### src/common/ims_pkg.sv
// constants, register map and state type for the two-wire master sequencer
package ims_pkg;
	// system clock and the serial clock rates; only the fast and fast-plus reloads fit in RELOAD_W bits
	localparam int CLK_HZ = 50_000_000;
	localparam int SCL_STD_HZ = 100_000;
	localparam int SCL_FAST_HZ = 400_000;
	localparam int SCL_FASTP_HZ = 1_000_000;
	// reload value giving one half period of the serial clock
	localparam int RLD_STD = CLK_HZ / (2 * SCL_STD_HZ) - 1;
	localparam int RLD_FAST = CLK_HZ / (2 * SCL_FAST_HZ) - 1;
	localparam int RLD_FASTP = CLK_HZ / (2 * SCL_FASTP_HZ) - 1;
	// widths
	localparam int RELOAD_W = 7;
	localparam int ADDR_W = 2;
	localparam int DATA_W = 8;
	// register offsets
	localparam logic [1:0] A_CTRL2 = 2'h0;
	localparam logic [1:0] A_STAT = 2'h1;
	localparam logic [1:0] A_BUF = 2'h2;
	localparam logic [1:0] A_RATE = 2'h3;
	// second control register fields
	localparam int B_START = 0;
	localparam int B_RSTART = 1;
	localparam int B_STOP = 2;
	localparam int B_RCV = 3;
	localparam int B_ACKDT = 5;
	localparam int B_ACKST = 6;
	// status register fields
	localparam int B_IRQ = 0;
	localparam int B_BCOL = 1;
	localparam int B_BUSY = 2;
	// reset value of the rate reload field
	localparam logic [6:0] RATE_RST = 7'h18;
	// sequencer states
	typedef enum logic [3:0] {
		ST_IDLE, ST_START, ST_BIT_LO, ST_BIT_HI,
		ST_SP_LOW, ST_SP_RISE, ST_SP_REL,
		ST_RS_REL, ST_RS_RISE, ST_RS_HIGH, ST_RS_LOW
	} ims_state_t;
endpackage

### src/logic/ims_master.sv
// two-wire master sequencer: start, stop, repeated start and byte shifter
//
// The register offsets and the address-and-strobe port are this design's own decisions.
`timescale 1ns/1ps
`default_nettype none
module ims_master #(
	parameter int RELOAD_W = ims_pkg::RELOAD_W
) (
	input wire logic mclk,
	input wire logic reset_n,
	input wire logic [ims_pkg::ADDR_W-1:0] reg_addr,
	input wire logic [ims_pkg::DATA_W-1:0] reg_wdata,
	input wire logic reg_wr,
	input wire logic reg_rd,
	output logic [ims_pkg::DATA_W-1:0] reg_rdata,
	input wire logic scl_i,
	output logic scl_o,
	output logic scl_oe,
	input wire logic sda_i,
	output logic sda_o,
	output logic sda_oe
);

	typedef struct packed {
		ims_pkg::ims_state_t st;
		logic [RELOAD_W-1:0] rate_counter;
		logic [RELOAD_W-1:0] reload;
		logic [8:0] sh;
		logic [3:0] bitcnt;
		logic rcv;
		logic [7:0] rbuf;
		logic req_start;
		logic req_rstart;
		logic req_stop;
		logic req_rcv;
		logic ack_data;
		logic ack_stat;
		logic irq;
		logic bcol;
		logic scl_m;
		logic scl_s;
		logic sda_m;
		logic sda_s;
		logic scl_oe;
		logic sda_oe;
		logic lvl;
		logic [7:0] rdata;
	} ims_regs_t;

	ims_regs_t q;
	ims_regs_t d;
	ims_pkg::ims_state_t nst;
	logic tick;
	logic hi_tick;
	logic cnt_en;
	logic set_irq;
	logic set_bcol;
	logic buf_wr;

	// address match of one strobe
	function automatic logic hit(
		input logic stb,
		input logic [ims_pkg::ADDR_W-1:0] a,
		input logic [ims_pkg::ADDR_W-1:0] c
	);
		return stb && (a == c);
	endfunction

	// rate counter expiry, and expiry only while the clock reads high
	assign tick = (q.rate_counter == '0);
	assign hi_tick = tick && q.scl_s;
	assign buf_wr = hit(reg_wr, reg_addr, ims_pkg::A_BUF);

	// next state of the whole block
	always_comb begin
		d = q;
		nst = q.st;
		cnt_en = 1'b1;
		set_irq = 1'b0;
		set_bcol = 1'b0;
		d.rdata = '0;
		// two-stage synchronisers on the bus lines
		d.scl_m = scl_i;
		d.scl_s = q.scl_m;
		d.sda_m = sda_i;
		d.sda_s = q.sda_m;
		case (q.st)
			ims_pkg::ST_IDLE: begin
				cnt_en = 1'b0;
				if (q.req_stop && q.scl_oe) begin
					d.sda_oe = 1'b1;
					nst = ims_pkg::ST_SP_LOW;
				end else if (q.req_rstart && q.scl_oe) begin
					d.sda_oe = 1'b0;
					nst = ims_pkg::ST_RS_REL;
				end else if (q.req_start && !q.scl_oe) begin
					d.sda_oe = 1'b1;
					nst = ims_pkg::ST_START;
				end else if (q.req_rcv && q.scl_oe) begin
					d.sh = {8'hff, q.ack_data};
					d.rcv = 1'b1;
					d.bitcnt = '0;
					nst = ims_pkg::ST_BIT_LO;
				end else if (buf_wr && q.scl_oe) begin
					d.sh = {reg_wdata, 1'b1};
					d.rcv = 1'b0;
					d.bitcnt = '0;
					nst = ims_pkg::ST_BIT_LO;
				end
				// accepted or not, pending requests are consumed here
				if (q.req_stop || q.req_rstart || q.req_start || q.req_rcv) begin
					d.req_stop = 1'b0;
					d.req_rstart = 1'b0;
					d.req_start = 1'b0;
					d.req_rcv = 1'b0;
				end
			end
			ims_pkg::ST_START: begin
				// data low with clock high, held one count as start hold
				if (tick) begin
					d.scl_oe = 1'b1;
					set_irq = 1'b1;
					nst = ims_pkg::ST_IDLE;
				end
			end
			ims_pkg::ST_BIT_LO: begin
				// clock low: present the next bit, released for a one
				d.sda_oe = ~q.sh[8];
				if (tick) begin
					d.scl_oe = 1'b0;
					nst = ims_pkg::ST_BIT_HI;
				end
			end
			ims_pkg::ST_BIT_HI: begin
				// clock released; count only once it reads high
				cnt_en = q.scl_s;
				if (hi_tick) begin
					d.sh = {q.sh[7:0], q.sda_s};
					d.scl_oe = 1'b1;
					if (q.bitcnt == 4'd8) begin
						d.rbuf = q.sh[7:0];
						if (!q.rcv) begin
							d.ack_stat = q.sda_s;
						end
						// data held while the clock falls; the next state moves it
						set_irq = 1'b1;
						nst = ims_pkg::ST_IDLE;
					end else begin
						d.bitcnt = q.bitcnt + 4'd1;
						nst = ims_pkg::ST_BIT_LO;
					end
				end
			end
			ims_pkg::ST_SP_LOW: begin
				if (tick) begin
					d.scl_oe = 1'b0;
					nst = ims_pkg::ST_SP_RISE;
				end
			end
			ims_pkg::ST_SP_RISE: begin
				cnt_en = q.scl_s;
				if (hi_tick) begin
					d.sda_oe = 1'b0;
					nst = ims_pkg::ST_SP_REL;
				end
			end
			ims_pkg::ST_SP_REL: begin
				// bus free time passes before the flag
				if (tick) begin
					set_irq = 1'b1;
					nst = ims_pkg::ST_IDLE;
				end
			end
			ims_pkg::ST_RS_REL: begin
				// data released, clock still low
				if (tick) begin
					d.scl_oe = 1'b0;
					nst = ims_pkg::ST_RS_RISE;
				end
			end
			ims_pkg::ST_RS_RISE: begin
				cnt_en = 1'b0;
				if (q.scl_s && !q.sda_s) begin
					set_bcol = 1'b1;
				end else if (q.scl_s) begin
					nst = ims_pkg::ST_RS_HIGH;
				end
			end
			ims_pkg::ST_RS_HIGH: begin
				// a data fall from elsewhere here is tolerated
				if (!q.scl_s && q.sda_s) begin
					set_bcol = 1'b1;
				end else if (tick || !q.sda_s) begin
					d.sda_oe = 1'b1;
					nst = ims_pkg::ST_RS_LOW;
				end
			end
			ims_pkg::ST_RS_LOW: begin
				if (tick) begin
					d.scl_oe = 1'b1;
					set_irq = 1'b1;
					nst = ims_pkg::ST_IDLE;
				end
			end
			default: begin
				nst = ims_pkg::ST_IDLE;
			end
		endcase
		// collision: let go of the bus and give up the sequence
		if (set_bcol) begin
			d.scl_oe = 1'b0;
			d.sda_oe = 1'b0;
			nst = ims_pkg::ST_IDLE;
		end
		// each state entry reloads the rate counter
		if (nst != q.st) begin
			d.st = nst;
			d.rate_counter = q.reload;
		end else if (cnt_en && !tick) begin
			d.rate_counter = q.rate_counter - 1'b1;
		end
		// register writes; requests written now beat the consume above
		if (hit(reg_wr, reg_addr, ims_pkg::A_CTRL2)) begin
			d.req_start = reg_wdata[ims_pkg::B_START];
			d.req_rstart = reg_wdata[ims_pkg::B_RSTART];
			d.req_stop = reg_wdata[ims_pkg::B_STOP];
			d.req_rcv = reg_wdata[ims_pkg::B_RCV];
			d.ack_data = reg_wdata[ims_pkg::B_ACKDT];
		end
		if (hit(reg_wr, reg_addr, ims_pkg::A_STAT)) begin
			if (reg_wdata[ims_pkg::B_IRQ]) begin
				d.irq = 1'b0;
			end
			if (reg_wdata[ims_pkg::B_BCOL]) begin
				d.bcol = 1'b0;
			end
		end
		if (hit(reg_wr, reg_addr, ims_pkg::A_RATE)) begin
			d.reload = reg_wdata[RELOAD_W-1:0];
		end
		// hardware events win over a clear in the same cycle
		if (set_irq) begin
			d.irq = 1'b1;
		end
		if (set_bcol) begin
			d.bcol = 1'b1;
		end
		// read data for the cycle after the strobe
		if (hit(reg_rd, reg_addr, ims_pkg::A_CTRL2)) begin
			d.rdata[ims_pkg::B_START] = q.req_start;
			d.rdata[ims_pkg::B_RSTART] = q.req_rstart;
			d.rdata[ims_pkg::B_STOP] = q.req_stop;
			d.rdata[ims_pkg::B_RCV] = q.req_rcv;
			d.rdata[ims_pkg::B_ACKDT] = q.ack_data;
			d.rdata[ims_pkg::B_ACKST] = q.ack_stat;
		end
		if (hit(reg_rd, reg_addr, ims_pkg::A_STAT)) begin
			d.rdata[ims_pkg::B_IRQ] = q.irq;
			d.rdata[ims_pkg::B_BCOL] = q.bcol;
			d.rdata[ims_pkg::B_BUSY] = (q.st != ims_pkg::ST_IDLE);
		end
		if (hit(reg_rd, reg_addr, ims_pkg::A_BUF)) begin
			d.rdata = q.rbuf;
		end
		if (hit(reg_rd, reg_addr, ims_pkg::A_RATE)) begin
			d.rdata = 8'(q.reload);
		end
	end

	// state register; lines idle high after reset
	always_ff @(posedge mclk or negedge reset_n) begin
		if (!reset_n) begin
			q <= '0;
			q.reload <= RELOAD_W'(ims_pkg::RATE_RST);
			q.scl_m <= 1'b1;
			q.scl_s <= 1'b1;
			q.sda_m <= 1'b1;
			q.sda_s <= 1'b1;
		end else begin
			q <= d;
		end
	end

	// outputs straight from flops; open-drain drive level is low
	assign reg_rdata = q.rdata;
	assign scl_oe = q.scl_oe;
	assign sda_oe = q.sda_oe;
	assign scl_o = q.lvl;
	assign sda_o = q.lvl;
endmodule // ims_master
`default_nettype wire

### config.mk
export PLATFORM = sky130hd
export DESIGN_NAME = ims_master
export DESIGN_NICKNAME = d
export VERILOG_FILES = /design/src/common/ims_pkg.sv /design/src/logic/ims_master.sv
export SDC_FILE = /design/constraint.sdc
export NUM_CORES = 1
export LEC_CHECK = 0
export BUFFER_PORTS_ARGS = -buffer_cell sky130_fd_sc_hd__buf_2
export CAP_MARGIN = 20
export CORE_ASPECT_RATIO = 1.25
export CORE_UTILIZATION = 40
export CTS_CLUSTER_DIAMETER = 100
export DETAILED_ROUTE_END_ITERATION = 7
export HOLD_SLACK_MARGIN = 0.15
export PLACE_DENSITY = 0.54
export SYNTH_ARGS = -nofsm -noshare
export SYNTH_HDL_FRONTEND = slang
export SYNTH_SLANG_ARGS = --single-unit
### constraint.sdc
create_clock -name mclk -period 3.45 [get_ports mclk]
set_input_delay 0 -clock mclk [delete_from_list [all_inputs] [get_ports mclk]]
set_output_delay 0 -clock mclk [all_outputs]
set_load 0.05 [all_outputs]
==> impl_metrics.ini, run 1 <==
[critical_path]
path_cells = inv_1, ha_1, or3b_4, or3_1, or3_1, a211o_1, nand4_4, mux2_4
worstSetupEndpointType = register
start_kind = register
crit_path_top_delay_cell = or3_1
crit_start = q[52]
crit_type = register to register
critPathArrivalTime_ps = 3160
critPathMaxFanout = 10
crit_top_cell = or3_1
rr_startpoint = q[52]
max_stage_delay_ps = 510
cp.required_ps = 3680

[route]
drtPass1Iterations = 4
drt_iter0_markers = 208
avgViaCountPerCell = 5.65
wire_per_inst_um = 17.5
wirelength_mm = 8.45
ant_nets = 0
dr_total_vias = 2724
drc_errors = 0

[clocking]
htreeDepth = 3
postCtsResizedCells = 0
cts_tree = yes
insertion_delay_ps = 340
cts_max_path_buffers = 2
cts-root-buf = clkbuf_8
cts.clk_slew.worst_paths_ps = 70
cts_sinks = 62
cts_buffers = 9

[synthesis]
synth.area.top_cells = dfrtp_1 (40%), mux2_2 (5.2%), dfstp_2 (4.5%)
synth_cell_types = 54
synth_top_area_cell = dfrtp_1
synthDominantCellAreaShare_pct = 40.4
ys_seq_elements = 62
async_reset_ff_share_pct = 100
synthFlopType = dfrtp_1
synth-edff-count = 0
syn_inst = 355
synth_warnings = 0
syn_area_sq_um = 3470
syn-mean-instance-area_sq_um = 9.77
seq_area_frac_synth_pct = 44.9

[floorplan]
initial_core_util_pct = 41.6
placementRows = 37
dieArea_sq_um = 9050
chipHeight_um = 106
coreArea_sq_um = 8330
ioPinCount = 28
fp.dieW_um = 85.3

[sta]
final.setup.tns_ps = 0
tightest_slew_ps = 860
drv_slew = 0
rsz0062_at_grt = false
hold_violations = 0
relSlewSlack_pct = 42.5
post-route-min-period_ps = 2930
setup_viol = 0
clock.fmax_mhz = 341
fin_crit_sh_pct = 85.0
skew_ps = 8.74

[final_layout]
final_cell_mix = dfrtp_1 (56), nor2_1 (30), nand2_1 (29), buf_2 (25)
final_common_cell = dfrtp_1
synthToLayoutAreaGrowth_pct = 13.3
fill_cells = 820
regArea_sq_um = 1560
drive_gt1_share_pct = 21.8
stdcell_area_sq_um = 3930
multi_input_area_sq_um = 1700
antenna_cells = 0
fin_nets = 399

[pwr]
switching_share_pct = 28.5
vdd_drop_max_mv = 0.284
p_int_mw = 1.10
power_switching_mw = 0.439
p_leak_nw = 1.69
power_mw = 1.54
pwr-share-comb_pct = 9.9
power_frac_clock_pct = 38.0
p_seq_share_pct = 52.1
power.density_nw_per_um2 = 392

[placed_design]
portBuffers = 25
place_congestion = 0.822
dp_hpwl_mm = 6.09
dpl_cell_area_sq_um = 3600

[grt]
grt_pass1_vias = 2726
grt_overflow = 0
grt_usage_pct = 20.3
grt_start_max_net_pins = 37
grt_pass1_wl_mm = 13.9
antenna_found_initial = 0

[job]
cap_violations = 0

[hold_path]
hold_class = input port to async pin

[status]
outcome = finished clean
routing by layer:
| metal | GRT usage (%) | wire [um] |
|---|---|---|
| met5 | 0 | 0 |
| met1 | 26.4 | 3740 |
| met3 | 3.80 | 292 |
| met4 | 8.10 | 112 |
| met2 | 33.5 | 4310 |
worst max-delay path, delay by kind of cell (launching register included):
kind / cells / cell delay, ps
flops: 1 / 380
buf+inv: 1 / 90
fa+ha+maj: 1 / 200
compound gates: 1 / 330
simple gates: 4 / 1500
mux: 1 / 320
power by group through the flow:
stage	Combinational (mW)	Sequential, mW	Clock, mW
3_3_place_gp	0.142	0.816	0
6_report	0.153	0.803	0.585
5_1_grt	0.169	0.808	0.640
2_1_floorplan	0.109	0.797	0
3_5_place_dp	0.142	0.817	0
4_1_cts	0.155	0.803	0.605
synthesized netlist by cell type (3+ instances only):
library cell  count
xnor2_1           6
nand3b_1          4
a31oi_1          12
clkbuf_1         19
nand3_1          12
buf_4            10
a22o_1            5
o31ai_1           3
mux4_2            3
mux2i_1           5
and2_1           10
nand2_1          29
a21oi_1          15
nor2b_1           3
nor3b_1           6
xor2_1            4
or3_1             4
mux2_2           16
mux2_4            6
dfrtp_1          56
nor2_1           30
o21ai_0          16
nand4_1           5
inv_1            10
dfstp_2           6
ha_1              3
o211ai_1          9
nor3_1            8
nand2b_1          3
buf_1             4
a21o_1            3
sequential cells by signal (all words and copies together), names as in the netlist:
signal and flops:
sda_oe 1, scl_oe 1, reg_rdata 8, d 2, q 50
final timing paths:
kind / cells after the start / end / slack, ps
min reg2reg: 0 / q[11] / 360
max in group asynchronous: 3 / q[48] / 2300
max reg2reg: 8 / q[53] / 520
min: 2 / q[62] / 220
min in group mclk: 2 / d[13] / 300
max: 8 / q[53] / 520
layout make-up:
cell class	instances	share of cell area [%]
clock buffer	9	3.15
clock inverter	7	1.46
inverter	10	0.955
multi-input combinational	250	43.3
sequential	62	39.7
tap	97	3.09
timing repair buffer	47	8.34
repair_timing:
item / CTS / global route
endpoints found under the hold margin: 58 / 0
hold buffers: 15 / 0
buffers inserted: 0 / 0
stage by stage:
stage | utilization (%) | hold slack [ps] | std cells | worst slack [ps]
after floorplan | - | -296 | 356 | 725
after global placement | 43.2 | 62.8 | 451 | 608
after detailed placement | 43.2 | 58.4 | 451 | 533
after CTS | 47.2 | 233 | 482 | 511
after global routing | 47.2 | 270 | 482 | 416
final | 47.2 | 216 | 482 | 518
cell families after synthesis:
family | share of synthesized area [%]
other | 0.108
flip-flops | 44.9
AND/OR/NAND/NOR | 19.0
buffers and inverters | 6.06
adder cells (fa/ha/maj) | 1.08
AO/OA/AOI/OAI | 15.1
multiplexers | 11.2
XOR/XNOR | 2.53
Power figures use the tool's default switching activity.
==> run 2, diff against run 1 <==
Clock period 3.45 ns to 2.7 ns, I/O delays scaled along.
==> run 2 against run 1 <==
Design area up 4.8%. Critical endpoint is now q[56]. Non-clock buffer count up 16. Largest power group unchanged. Die area unchanged. Setup slack lost 440 ps. Routed wire length up 6.3%.
==> impl_metrics.ini, run 2 (synthesis results as in run 1) <==
[final_layout]
postLayoutCoreUtil_pct = 49.4
drive_gt1_share_pct = 25.9
antenna_cells = 0
largest_reg_flops = 50
synthToLayoutAreaGrowth_pct = 18.8
final_common_cell = dfrtp_1
fin_nets = 415
regMostFlops = q
final_cell_mix = dfrtp_1 (56), nor2_1 (30), nand2_1 (29), buf_2 (25), buf_4 (22)

[grt]
grt_pass1_vias = 2812
grt_pass1_wl_mm = 14.6
antenna_found_initial = 0
grt_overflow = 0
grt_start_max_net_pins = 33
grt_usage_pct = 21.2

[critical_path]
critPathMaxFanout = 7
crit_type = register to register
critPathArrivalTime_ps = 2840
cp.required_ps = 2920
worstSetupEndpointType = register
start_kind = register

[job]
cap_violations = 0

[route]
drc_errors = 0
route.met2.wl_mm = 4.37
wire_per_inst_um = 18.0
dr_total_vias = 2822
ant_nets = 0
met1Wirelength_mm = 4.07
top_layer = met4
wirelength_mm = 8.99
avgViaCountPerCell = 5.67
drtPass1Iterations = 5
drt_iter0_markers = 161
wl_met3_um = 369

[sta]
setup_viol = 0
post-route-min-period_ps = 2620
fin_crit_sh_pct = 97.0
final.setup.tns_ps = 0
skew_ps = 9.55
tightest_slew_ps = 750
drv_slew = 0
clock.fmax_mhz = 382
hold_slack_ps = 261
relSlewSlack_pct = 50.0
rsz0062_at_grt = false
hold_violations = 0

[hold_path]
hold_class = input port to async pin

[clocking]
cts.clk_slew.worst_paths_ps = 80
cts_buffers = 9
cts_max_path_buffers = 2
insertion_delay_ps = 340
cts_sinks = 62
cts-root-buf = clkbuf_8
cts_tree = yes
htreeDepth = 3

[floorplan]
coreArea_sq_um = 8330
chipHeight_um = 106
placementRows = 37
fp.dieW_um = 85.3
dieArea_sq_um = 9050
ioPinCount = 28
initial_core_util_pct = 41.6

[placed_design]
place_congestion = 0.838
dp_hpwl_mm = 6.40
portBuffers = 25

[pwr]
p_int_mw = 1.59
power_switching_mw = 0.556
switching_share_pct = 25.9
pwr-share-comb_pct = 9.4
p_seq_share_pct = 47.8
vdd_drop_max_mv = 0.385
power.density_nw_per_um2 = 521
power_frac_clock_pct = 42.8
p_leak_nw = 1.79

[status]
outcome = finished clean
[run 2: final timing paths]
kind | to | slack (ps) | cells after the start | from
min in group mclk | d[13] | 300 | 2 | scl_i
worst max register to register | q[56] | 80 | 8 | q[52]
worst max-delay path | q[56] | 80 | 8 | q[52]
max in group asynchronous | q[49] | 1750 | 3 | reset_n
worst min register to register | q[11] | 360 | 0 | d[11]
worst min-delay path | sda_oe | 260 | 2 | reset_n
[run 2: repair_timing]
action / in CTS / in global routing
setup endpoints to repair: 6 / 7
setup buffers: 0 / 4
gates resized for setup: 1 / 4
pin swaps: 1 / 3
hold endpoints to repair: 61 / 0
hold buffers: 15 / 0
[run 2: critical path, cell delays in order, from the launching register on]
cell	delay [ps]
dfrtp_1	400
inv_2	90
ha_4	140
or3b_4	380
or3_4	330
or3_1	380
a211o_1	330
nand4_4	150
mux2_4	320
[run 2: stage by stage]
step | instances | worst slack (ps) | instance area, sq um | total power, mW
final | 498 | 79.8 | 4120 | 2.15
after CTS | 494 | 27.7 | 4080 | 2.17
after global placement | 463 | 64.5 | 3700 | 1.23
after global routing | 498 | 8.85 | 4120 | 2.23
after detailed placement | 463 | 11.2 | 3700 | 1.23
after floorplan | 356 | 10.7 | 3470 | 1.16
[run 2: power by group through the flow]
stage,clock (mW),combinational [mW],sequential [mW]
global route,0.975,0.219,1.03
global placement,0,0.185,1.04
floorplan,0,0.139,1.02
detailed placement,0,0.186,1.04
finish,0.919,0.201,1.03
CTS,0.939,0.203,1.03
[run 2: area by class of cell]
| class | instances | area (sq um) |
|---|---|---|
| clock buffer | 9 | 124 |
| clock inverter | 7 | 97.6 |
| tap | 97 | 121 |
| fill | 806 | 4210 |
| multi-input combinational | 250 | 1720 |
| timing repair buffer | 63 | 460 |
| sequential | 62 | 1560 |
| inverter | 10 | 37.5 |
[run 2: layer usage]
metal  vias up  track usage, %
met5         -               0
met4         0            8.33
met3        15            3.65
met2        81            35.3
met1      1374            27.7
li1       1352               -
